==> config.mk <==
export PLATFORM = sky130hd
export DESIGN_NAME = sst_host_flat
export DESIGN_NICKNAME = d
export VERILOG_FILES = /design/src/design/sst_pkg.sv /design/src/design/sst_link_if.sv /design/src/design/sst_host.sv /design/src/flat_wrapper.sv
export SDC_FILE = /design/constraint.sdc
export NUM_CORES = 1
export LEC_CHECK = 0
export ABC_AREA = 1
export BUFFER_PORTS_ARGS = -buffer_cell sky130_fd_sc_hd__buf_2
export CAP_MARGIN = 20
export CORE_MARGIN = 1
export CORE_UTILIZATION = 29
export DETAILED_ROUTE_END_ITERATION = 16
export GPL_TIMING_DRIVEN = 0
export PLACE_DENSITY_LB_ADDON = 0.12
export SLEW_MARGIN = 5
export SYNTH_ARGS = -nofsm -noshare
export SYNTH_HDL_FRONTEND = slang
export SYNTH_SLANG_ARGS = --single-unit
==> constraint.sdc <==
create_clock -name SYS_CLK_I -period 2.6 [get_ports SYS_CLK_I]
set_clock_uncertainty 0.05 [all_clocks]
set_input_delay 0.39 -clock SYS_CLK_I [delete_from_list [all_inputs] [get_ports SYS_CLK_I]]
set_output_delay 0.39 -clock SYS_CLK_I [all_outputs]
set_load 0.01 [all_outputs]
==> src/design/sst_pkg.sv <==
// Shared constants and types for the busy/data-request timeout supervision link
package sst_pkg;
  localparam int CLK_HZ = 25_000_000;
  localparam int T_BSY_NS = 400;
  localparam int T_READY_S = 31;
  localparam int T_CMD_S = 30;
  // Only the 400 ns busy limit divides, rounding down to whole cycles
  localparam int BSY_CYC = T_BSY_NS * (CLK_HZ / 1_000_000) / 1000;
  localparam int READY_CYC = T_READY_S * CLK_HZ;
  localparam int CMD_CYC = T_CMD_S * CLK_HZ;
  localparam int CNT_W = 30;
  localparam int BCNT_W = 4;
  localparam int COMRESET_CYC = 4;
  // Status byte field positions
  localparam int STS_ERR = 0;
  localparam int STS_DRQ = 3;
  localparam int STS_RDY = 6;
  localparam int STS_BSY = 7;
  localparam logic [7:0] STS_RESET = 8'h80;
  // Host timeout flag positions
  localparam int TO_BSY = 0;
  localparam int TO_READY = 1;
  localparam int TO_CMD = 2;
  localparam int TO_W = 3;
  typedef enum logic [1:0] {
    CLS_NODATA = 2'h0,
    CLS_PIO_IN = 2'h1,
    CLS_PIO_OUT = 2'h2,
    CLS_DMA = 2'h3
  } sst_class_t;
endpackage : sst_pkg

==> src/design/sst_link_if.sv <==
// Abstract FIS event and status link between host and drive
`timescale 1ns/1ns
interface sst_link_if;
  logic cmd_fis;
  sst_pkg::sst_class_t cmd_class;
  logic srst_fis;
  logic srst_bit;
  logic data_fis;
  logic comreset;
  logic reg_fis;
  logic pio_fis;
  logic [7:0] status;
  modport host (
    output cmd_fis, cmd_class, srst_fis, srst_bit, data_fis, comreset,
    input reg_fis, pio_fis, status
  );
  modport dev (
    input cmd_fis, cmd_class, srst_fis, srst_bit, data_fis, comreset,
    output reg_fis, pio_fis, status
  );
endinterface : sst_link_if

==> src/design/sst_host.sv <==
// Host end: issues resets and commands, keeps shadow busy and times the drive
//
// Contract
// - Drive ready with Register FIS within 31 s
// - Soft reset FIS, shadow busy within 400 ns
// - Reset on then off, ready in 31 s
// - After COMRESET drive ready within 31 s
// - Every command FIS, shadow busy within 400 ns
// - Non-data command completes within 30 s
// - PIO setup within 30 s of busy
// - PIO-in setup received, busy within 400 ns
// - PIO-out data FIS sent, busy within 400 ns
// - On timeout, soft reset then reissue command
`timescale 1ns/1ns
module sst_host #(
  parameter int READY_CYC = sst_pkg::READY_CYC,
  parameter int CMD_CYC = sst_pkg::CMD_CYC
) (
  input wire logic SYS_CLK_I,
  input wire logic SYS_RST_I,
  sst_link_if.host LINK,
  input wire logic CMD_REQ_I,
  input sst_pkg::sst_class_t CMD_CLASS_I,
  input wire logic SRST_REQ_I,
  input wire logic COMRESET_REQ_I,
  input wire logic DATA_REQ_I,
  input wire logic AUTO_RETRY_I,
  input wire logic TO_CLR_I,
  output logic READY_O,
  output logic BUSY_O,
  output logic DRQ_O,
  output logic DONE_O,
  output logic XFER_O,
  output logic [sst_pkg::TO_W-1:0] TIMEOUT_O
);
  localparam int W = sst_pkg::CNT_W;
  localparam int BW = sst_pkg::BCNT_W;
  typedef enum logic [8:0] {
    H_RESET = 9'h001,
    H_WREADY = 9'h002,
    H_SRST1 = 9'h004,
    H_SRST0 = 9'h008,
    H_WSRST = 9'h010,
    H_IDLE = 9'h020,
    H_CMD = 9'h040,
    H_DIN = 9'h080,
    H_DOUT = 9'h100
  } sst_hstate_t;
  sst_hstate_t state, next_state;
  logic [W-1:0] cnt, next_cnt;
  sst_pkg::sst_class_t cls, next_cls;
  logic retry, next_retry;
  logic busy, next_busy;
  logic drq, next_drq;
  logic done, next_done;
  logic xfer, next_xfer;
  logic ready, next_ready;
  logic cmd_fis, next_cmd_fis;
  logic srst_fis, next_srst_fis;
  logic srst_bit, next_srst_bit;
  logic data_fis, next_data_fis;
  logic comreset, next_comreset;
  logic [sst_pkg::TO_W-1:0] to_set;
  logic [sst_pkg::TO_W-1:0] to_flags, next_to_flags;
  logic bwait, next_bwait;
  logic [BW-1:0] bcnt, next_bcnt;
  logic bstart;
  logic dev_ok;
  assign dev_ok = LINK.reg_fis && !LINK.status[sst_pkg::STS_BSY] &&
                  LINK.status[sst_pkg::STS_RDY];
  // Start events of the 400 ns window, seen on what was actually sent
  assign bstart = cmd_fis || data_fis || (srst_fis && srst_bit) ||
                  (LINK.pio_fis && cls == sst_pkg::CLS_PIO_IN);
  always_comb
  begin
    next_state = state;
    next_cnt = cnt + 1'b1;
    next_cls = cls;
    next_retry = retry;
    next_busy = busy;
    next_drq = drq;
    {next_done, next_xfer, next_cmd_fis, next_srst_fis, next_data_fis, next_comreset} = 6'h00;
    next_srst_bit = srst_bit;
    to_set = '0;
    unique case (state)
      H_RESET:
      begin
        next_comreset = 1'b1;
        next_busy = 1'b1;
        if (cnt == W'(sst_pkg::COMRESET_CYC - 1))
        begin
          next_comreset = 1'b0;
          next_state = H_WREADY;
        end
      end
      H_WREADY, H_WSRST:
      begin
        if (dev_ok)
        begin
          next_busy = 1'b0;
          next_state = H_IDLE;
        end
        else if (cnt == W'(READY_CYC - 1))
        begin
          to_set[sst_pkg::TO_READY] = 1'b1;
          next_busy = 1'b0;
          next_retry = 1'b0;
          next_state = H_IDLE;
        end
      end
      H_SRST1:
      begin
        next_srst_fis = 1'b1;
        next_srst_bit = 1'b1;
        next_busy = 1'b1;
        next_drq = 1'b0;
        next_state = H_SRST0;
      end
      H_SRST0:
      begin
        next_srst_fis = 1'b1;
        next_srst_bit = 1'b0;
        next_state = H_WSRST;
        next_cnt = '0;
      end
      H_IDLE:
      begin
        if (SRST_REQ_I)
        begin
          next_state = H_SRST1;
        end
        else if (CMD_REQ_I || retry)
        begin
          // A pending retry reissues the saved class and beats a new request
          next_cls = retry ? cls : CMD_CLASS_I;
          next_retry = 1'b0;
          next_cmd_fis = 1'b1;
          next_busy = 1'b1;
          next_state = H_CMD;
          next_cnt = '0;
        end
      end
      H_CMD:
      begin
        if (LINK.reg_fis)
        begin
          next_busy = LINK.status[sst_pkg::STS_BSY];
          next_drq = 1'b0;
          next_done = 1'b1;
          next_state = H_IDLE;
        end
        else if (LINK.pio_fis &&
                 (cls == sst_pkg::CLS_PIO_IN || cls == sst_pkg::CLS_PIO_OUT))
        begin
          next_busy = 1'b0;
          next_drq = 1'b1;
          next_xfer = 1'b1;
          next_state = (cls == sst_pkg::CLS_PIO_IN) ? H_DIN : H_DOUT;
        end
        else if (cnt == W'(CMD_CYC - 1))
        begin
          to_set[sst_pkg::TO_CMD] = 1'b1;
          next_busy = 1'b0;
          next_drq = 1'b0;
          if (AUTO_RETRY_I)
          begin
            next_retry = 1'b1;
            next_state = H_SRST1;
          end
          else
          begin
            next_state = H_IDLE;
          end
        end
      end
      H_DIN:
      begin
        // The data-in block is taken in one beat by this model
        next_busy = 1'b1;
        next_drq = 1'b0;
        next_state = H_CMD;
        next_cnt = '0;
      end
      H_DOUT:
      begin
        if (DATA_REQ_I)
        begin
          next_data_fis = 1'b1;
          next_busy = 1'b1;
          next_drq = 1'b0;
          next_state = H_CMD;
          next_cnt = '0;
        end
      end
    endcase
    if (COMRESET_REQ_I)
    begin
      next_state = H_RESET;
      next_cnt = '0;
      next_retry = 1'b0;
      next_busy = 1'b1;
      next_drq = 1'b0;
      // Raised on the request edge so the line stands the full count
      {next_cmd_fis, next_srst_fis, next_data_fis, next_comreset} = 4'h1;
    end
    next_ready = (next_state == H_IDLE);
  end
  always_comb
  begin
    next_bwait = bwait;
    next_bcnt = bcnt;
    next_to_flags = to_flags & ~{sst_pkg::TO_W{TO_CLR_I}};
    if (bstart)
    begin
      next_bwait = 1'b1;
      next_bcnt = '0;
    end
    else if (bwait && busy)
    begin
      next_bwait = 1'b0;
    end
    else if (bwait)
    begin
      next_bcnt = bcnt + 1'b1;
      if (bcnt == BW'(sst_pkg::BSY_CYC - 1))
      begin
        next_bwait = 1'b0;
        next_to_flags[sst_pkg::TO_BSY] = 1'b1;
      end
    end
    // Set wins over a clear in the same cycle
    next_to_flags = next_to_flags | to_set;
  end
  always_ff @(posedge SYS_CLK_I or posedge SYS_RST_I)
  begin
    if (SYS_RST_I)
    begin
      state <= H_WREADY;
      cnt <= '0;
      cls <= sst_pkg::CLS_NODATA;
      busy <= 1'b1;
      {retry, drq, done, xfer, ready, cmd_fis, srst_fis, srst_bit} <= 8'h00;
      {data_fis, comreset, bwait} <= 3'h0;
      to_flags <= '0;
      bcnt <= '0;
    end
    else
    begin
      state <= next_state;
      cnt <= next_cnt;
      cls <= next_cls;
      {retry, busy, drq, srst_bit, bwait, done, xfer} <=
        {next_retry, next_busy, next_drq, next_srst_bit, next_bwait, next_done, next_xfer};
      {ready, cmd_fis, srst_fis, data_fis, comreset} <=
        {next_ready, next_cmd_fis, next_srst_fis, next_data_fis, next_comreset};
      to_flags <= next_to_flags;
      bcnt <= next_bcnt;
    end
  end
  assign LINK.cmd_fis = cmd_fis;
  assign LINK.cmd_class = cls;
  assign LINK.srst_fis = srst_fis;
  assign LINK.srst_bit = srst_bit;
  assign LINK.data_fis = data_fis;
  assign LINK.comreset = comreset;
  assign READY_O = ready;
  assign BUSY_O = busy;
  assign DRQ_O = drq;
  assign DONE_O = done;
  assign XFER_O = xfer;
  assign TIMEOUT_O = to_flags;
endmodule : sst_host

==> src/flat_wrapper.sv <==
// flat-port wrapper written by rule: the top's interface ports become plain ports
module sst_host_flat 
#(
  parameter int READY_CYC = sst_pkg::READY_CYC,
  parameter int CMD_CYC = sst_pkg::CMD_CYC
)
  (SYS_CLK_I, SYS_RST_I, CMD_REQ_I, CMD_CLASS_I, SRST_REQ_I, COMRESET_REQ_I, DATA_REQ_I, AUTO_RETRY_I, TO_CLR_I, READY_O, BUSY_O, DRQ_O, DONE_O, XFER_O, TIMEOUT_O, LINK_cmd_fis, LINK_cmd_class, LINK_srst_fis, LINK_srst_bit, LINK_data_fis, LINK_comreset, LINK_reg_fis, LINK_pio_fis, LINK_status);
  sst_link_if LINK_i ();
  input wire logic SYS_CLK_I;
  input wire logic SYS_RST_I;
  input wire logic CMD_REQ_I;
  input sst_pkg::sst_class_t CMD_CLASS_I;
  input wire logic SRST_REQ_I;
  input wire logic COMRESET_REQ_I;
  input wire logic DATA_REQ_I;
  input wire logic AUTO_RETRY_I;
  input wire logic TO_CLR_I;
  output logic READY_O;
  output logic BUSY_O;
  output logic DRQ_O;
  output logic DONE_O;
  output logic XFER_O;
  output logic [sst_pkg::TO_W-1:0] TIMEOUT_O;
  output wire logic [$bits(LINK_i.cmd_fis)-1:0] LINK_cmd_fis;
  output wire logic [$bits(LINK_i.cmd_class)-1:0] LINK_cmd_class;
  output wire logic [$bits(LINK_i.srst_fis)-1:0] LINK_srst_fis;
  output wire logic [$bits(LINK_i.srst_bit)-1:0] LINK_srst_bit;
  output wire logic [$bits(LINK_i.data_fis)-1:0] LINK_data_fis;
  output wire logic [$bits(LINK_i.comreset)-1:0] LINK_comreset;
  input wire logic [$bits(LINK_i.reg_fis)-1:0] LINK_reg_fis;
  input wire logic [$bits(LINK_i.pio_fis)-1:0] LINK_pio_fis;
  input wire logic [$bits(LINK_i.status)-1:0] LINK_status;
  assign LINK_cmd_fis = LINK_i.cmd_fis;
  assign LINK_cmd_class = LINK_i.cmd_class;
  assign LINK_srst_fis = LINK_i.srst_fis;
  assign LINK_srst_bit = LINK_i.srst_bit;
  assign LINK_data_fis = LINK_i.data_fis;
  assign LINK_comreset = LINK_i.comreset;
  assign LINK_i.reg_fis = LINK_reg_fis;
  assign LINK_i.pio_fis = LINK_pio_fis;
  assign LINK_i.status = LINK_status;
  sst_host #(.READY_CYC(READY_CYC), .CMD_CYC(CMD_CYC)) u_core (.SYS_CLK_I(SYS_CLK_I), .SYS_RST_I(SYS_RST_I), .LINK(LINK_i), .CMD_REQ_I(CMD_REQ_I), .CMD_CLASS_I(CMD_CLASS_I), .SRST_REQ_I(SRST_REQ_I), .COMRESET_REQ_I(COMRESET_REQ_I), .DATA_REQ_I(DATA_REQ_I), .AUTO_RETRY_I(AUTO_RETRY_I), .TO_CLR_I(TO_CLR_I), .READY_O(READY_O), .BUSY_O(BUSY_O), .DRQ_O(DRQ_O), .DONE_O(DONE_O), .XFER_O(XFER_O), .TIMEOUT_O(TIMEOUT_O));
endmodule
* Word level (Yosys, flattened, before mapping) *
Cells that the tools add are included.

operators by class
  add/subtract/negate cells = 2
  multiplexer cells = 78
  reductions and logical operators = 27
  eq/ne operators = 28
  bitwise operators = 5

operators with widths
  kind                                                               count
  30-bit two-way mux                                                 4
  9-bit two-way mux                                                  11
  30-bit case mux with 3 select lines                                1
  9-bit case mux with 8 select lines                                 1
  30-bit == test (second input constant)                             2
  1-bit two-way mux                                                  53
  30-bit by 1-bit adder with 30-bit output (second input constant)   1
  30-bit by 2-bit == test with 1-bit output (second input constant)  1
  9-bit by 6-bit == test with 1-bit output (second input constant)   2
  3-bit != test (second input constant)                              6
  4-bit two-way mux                                                  3
  9-bit by 1-bit == test with 1-bit output (second input constant)   1
  9-bit by 2-bit == test with 1-bit output (second input constant)   1
  9-bit by 3-bit == test with 1-bit output (second input constant)   1
  9-bit by 4-bit == test with 1-bit output (second input constant)   1
  9-bit by 5-bit == test with 1-bit output (second input constant)   1
  9-bit by 7-bit == test with 1-bit output (second input constant)   1
  9-bit by 8-bit == test with 1-bit output (second input constant)   1
  9-bit == test (second input constant)                              1
  3-bit by 2-bit != test with 1-bit output (second input constant)   3
  9-bit AND reduction                                                1
  4-bit nonzero test                                                 2
  2-bit OR reduction                                                 4
  1-bit logical AND                                                  6
  24 further kinds                                                   31

storage, ports and cells
  word-level logic and storage cells = 157
  register bits after elaboration = 60
  output and inout port bits = 15
  input bits = 20

* Depth between registers and ports, before layout *
  depth in word-level cells = 8
  gate-level depth with buffers = 14
  mapped depth without buffers = 14

* Worst setup path after synthesis *
Ideal clock, no wire load.

  path type = reg-to-reg
  start = reg u_core.cnt[0]
  end = reg u_core.cnt[24]
  buffers on the path = 0
  library setup time = 0.122 ns
  slack = 0.769 ns
  arrival = 1.659 ns
  data required time = 2.428 ns
  period minus slack after synthesis = 1.831 ns
  cell stages (with the launch flop) = 13
  cells stage by stage = dfrtp_1 ha_1 nand3_1 nor2_4 nand2_2 nor2_4 nand4_1 nor2_1 inv_1 nor2_2 nand3_1 o21ai_1 nor2_1

on the way
  longest elaborated chain between the ends = 5
  elaborated cells between the ends (all ways) = 6
  classes of those cells = add/sub (1); mux (5)

ends and longest elaborated chain
  item                                          line             source
  from (decl)                                   sst_host.sv:50   logic [W-1:0] cnt, next_cnt;
  from (signal assigned)                        sst_host.sv:250  cnt <= next_cnt;
  30-bit by 1-bit adder with 30-bit output (*)  sst_host.sv:77   next_cnt = cnt + 1'b1;
  30-bit two-way mux                            sst_host.sv:132  else if (CMD_REQ_I || retry)
  30-bit two-way mux                            sst_host.sv:128  if (SRST_REQ_I)
  30-bit case mux with 3 select lines (*)       sst_host.sv:85   unique case (state)
  30-bit two-way mux (*)                        sst_host.sv:196  if (COMRESET_REQ_I)
  via u_core.next_cnt[24]                       sst_host.sv:50

Mark *: on every way through the listed nets, which the timed path passes. The rest lies on a longest branch.
A chain may end at the register's enable or synchronous reset.

* Final worst setup path *
  start = reg u_core.cls[0] (netlist: u_core.LINK.cmd_class[0])
  end = reg u_core.ready (netlist: u_core.READY_O)

on the way
  longest elaborated chain between the ends = 8
  elaborated cells between the ends (all ways) = 10
  classes of those cells = eq/ne (3); mux (5); reduce/logical (2)

ends and longest elaborated chain
  item                                                                       line                              source
  from (decl)                                                                sst_host.sv:51                    sst_pkg::sst_class_t cls, next_cls;
  from (signal assigned)                                                     sst_host.sv:240                   cls <= sst_pkg::CLS_NODATA;
  from (signal assigned)                                                     sst_host.sv:251                   cls <= next_cls;
  2-bit by 1-bit == test with 1-bit output or 2-bit == test (tied branches)  sst_host.sv:153, sst_host.sv:158
  1-bit logical OR                                                           sst_host.sv:153                   (cls == sst_pkg::CLS_PIO_IN || cls == sst_pkg::CLS_PIO_OUT))
  1-bit logical AND                                                          sst_host.sv:152                   else if (LINK.pio_fis &&
  9-bit two-way mux (*)                                                      sst_host.sv:152
  9-bit two-way mux (*)                                                      sst_host.sv:145                   if (LINK.reg_fis)
  9-bit case mux with 8 select lines (*)                                     sst_host.sv:85
  9-bit two-way mux (*)                                                      sst_host.sv:196
  9-bit by 6-bit == test with 1-bit output (*)                               sst_host.sv:206                   next_ready = (next_state == H_IDLE);
  via u_core.next_ready                                                      sst_host.sv:57                    logic ready, next_ready;
  to (signal assigned)                                                       sst_host.sv:254                   {ready, cmd_fis, srst_fis, data_fis, comreset} <=
  to (decl)                                                                  sst_host.sv:57

Marks and branches as above.

==> flow_summary.ini <==
[setup_path]
critPathLaunchType = flop
crit_arrival_ns = 2.41
cp-end-kind = flop
r2r-end = u_core.READY_O
timing.rr.start = u_core.LINK.cmd_class[0]
critPathLaunch = u_core.LINK.cmd_class[0]
crit_path_max_fanout = 6
cp_data_required_time_ns = 2.82
cp-endpoint = u_core.READY_O
reg2reg_depth = 12
rrSetupSlack_ns = 0.41
path_class = flop to flop

[drt]
avgViaCountPerCell = 4.63
vias = 3649
wl_um = 10900
drc_errors = 0
antenna_left = 0
firstDrtPassIters = 4
wl_per_cell_um = 13.8
first_iter_violations = 240

[global_routing]
grt_max_degree = 61
antenna_found_initial = 0
grt_overflow = 0
track_usage_pct = 16.9
grt_first_pass_wirelength_um = 18400
grt_pass1_vias = 3639

[yosys]
synth_edf_count = 0
syn_nets = 593
synth_common_cells = nor2_1, nand2_1, inv_1
synth_top_area_share_pct = 36.8
ys_seq_area_share_pct = 38.1
syn_area_per_cell_um2 = 6.94
synthArstFlopShare_pct = 100
synth_warnings = 0
netlist_area_mm2 = 0.00395
syn_inst = 569
synth_area_leader_cell = dfrtp_1
synth.most_common_cell = nor2_1
ys_types = 41
ys.flop_type = dfrtp_1
synth_area_leaders = dfrtp_1, nor2_1, nand2_1
ys_ff_latch = 60

[timing]
fin_hold_ws_ns = 0.150
fin_setup_tns_ns = 0
grt_setup_unrepaired = false
fin_crit_ns = 2.19
hold_viol_final = 0
drv_slew = 0
fin_crit_sh_pct = 84.1
relSlewSlack_pct = 48.9
worst_slew_pin_slew_ns = 0.767
setup_viol = 0
fmax_mhz = 457

[cts]
cts_buffers = 9
clk_pin_slew_ns = 0.05
cts_max_level = 3
post_cts_buffers = 0
cts_tree = done
cts_resized = 0
cts-root-buf = clkbuf_16
clock_latency_ns = 0.34
cts_buffer_depth = 2
clkSinkCount = 60
ctsHoldBuffers = 0

[job]
maxCapViolCount = 0

[floorplan]
core_area_mm2 = 0.0132
die_w_um = 119
die_area_mm2 = 0.0141
die_height_um = 119
initial_core_util_pct = 29.8
rows = 42
io_pins = 35

[hold_path]
worstHoldPathType = input port to asynchronous set/reset pin

[pwr]
worst_ir_drop_vdd_v = 0.000277
power_density_mw_per_mm2 = 519
p_sw_share_pct = 22.8
power.switching_mw = 0.547
seq_power_share_pct = 40.2
total_power_mw = 2.40
intPower_mw = 1.85
power_frac_clock_pct = 54.1
comb_power_share_pct = 5.7
power.leakage_nw = 2.27

[layout]
final_cell_count_no_fill = 788
drive_above_1_share_pct = 15.7
syn_to_final_growth_pct = 17.1
nNetsFinal = 631
diodes = 0
final_area_mm2 = 0.00462
num-fill-cells = 1494

[place]
dp_cells = 772
gp_congestion = 0.869
dp_hpwl_um = 8240
io_buffers = 27
place_area_mm2 = 0.00430

[run_status]
status = finished, final reports clean
==> power by group through the flow <==
| stage | sequential [mW] | clock [mW] | combinational (mW) |
|---|---|---|---|
| 6_report | 0.963 | 1.30 | 0.137 |
| 5_1_grt | 0.965 | 1.36 | 0.156 |
| 4_1_cts | 0.963 | 1.34 | 0.141 |
| 3_5_place_dp | 0.979 | 0 | 0.140 |
| 3_3_place_gp | 0.979 | 0 | 0.139 |
| 2_1_floorplan | 0.979 | 0 | 0.0881 |
==> final cells by class <==
| cell class | count | area, µm² | share of cell area, % |
|---|---|---|---|
| multi-input cells | 422 | 2100 | 45.4 |
| flip-flops and latches | 60 | 1500 | 32.5 |
| inverters | 78 | 300 | 6.50 |
| clock buffers | 11 | 243 | 5.25 |
| well taps | 176 | 220 | 4.76 |
| repair buffers | 27 | 135 | 2.92 |
| clock inverters | 5 | 75.1 | 1.62 |
| plain buffers | 9 | 47.5 | 1.03 |
==> cells in the final DEF (no fill, tap or decap), types with 8 or more instances in the layout <==
| master | netlist | final |
|---|---|---|
| a21oi_1 | 8 | 8 |
| buf_2 | 5 | 32 |
| clkbuf_16 | 0 | 9 |
| dfrtp_1 | 58 | 58 |
| inv_1 | 73 | 72 |
| nand2_1 | 115 | 115 |
| nand3_1 | 43 | 43 |
| nand4_1 | 14 | 14 |
| nor2_1 | 123 | 123 |
| nor2_2 | 14 | 14 |
| nor3_1 | 17 | 17 |
| o21ai_0 | 23 | 23 |
==> metal layers <==
layer / track usage [%] / vias up / part of all wire [%] / wire length [µm]
met3: 3.09 / 17 / 3.0 / 322
met4: 7.75 / 0 / 2.4 / 257
met5: 0 / - / 0 / 0
met2: 25.8 / 52 / 44 / 4840
li1: - / 1890 / - / -
met1: 22.9 / 1690 / 50 / 5460
==> sequential cells by signal, indices dropped and copies added, names as in the netlist <==
signal                 count
u_core.LINK.comreset       1
u_core.cnt                30
u_core.LINK.cmd_fis        1
u_core.DRQ_O               1
u_core.retry               1
u_core.TIMEOUT_O           3
u_core.bcnt                4
u_core.LINK.data_fis       1
u_core.READY_O             1
u_core.LINK.srst_bit       1
u_core.BUSY_O              1
u_core.LINK.cmd_class      2
u_core.LINK.srst_fis       1
u_core.bwait               1
u_core.state               9
u_core.XFER_O              1
u_core.DONE_O              1
==> stage by stage <==
stage	worst slack, ns	util [%]
finish	0.412	34.9
global route	0.168	34.9
CTS	0.412	34.9
detailed placement	0.435	32.5
global placement	-0.284	32.5
floorplan	0.679	-
==> worst min path at each step <==
stage	depth (start not counted)	slack [ns]	endpoint
floorplan	1	0.38	u_core.cnt[0]
detailed placement	1	0.41	u_core.cnt[0]
CTS	2	0.19	u_core.cnt[19]
global route	2	0.22	u_core.cnt[19]
finish	2	0.15	u_core.cnt[19]
global placement	1	0.40	u_core.cnt[0]
==> critical path, stage by stage, from the launching register on <==
cell	delay [ns]
dfrtp_1	0.39
ha_1	0.29
nor2_1	0.43
nand2_1	0.18
o21ai_0	0.10
o21ai_0	0.12
inv_1	0.06
nand2_1	0.05
nand3_1	0.10
nand2_1	0.06
nor2_1	0.11
nand2_1	0.06
nor2_1	0.10
==> cell families (layout without fill, tap and decap cells) <==
logic type,count (synthesis),after routing,share of synthesized area [%]
adder cells (fa/ha/maj),4,4,1.27
buffers and inverters,87,130,8.75
AO/OA/AOI/OAI,45,45,6.28
XOR/XNOR,9,9,2.00
flip-flops,60,60,38.1
AND/OR/NAND/NOR,362,362,43.0
multiplexers,2,2,0.571
Note: power is estimated with default switching activity, not from simulation.
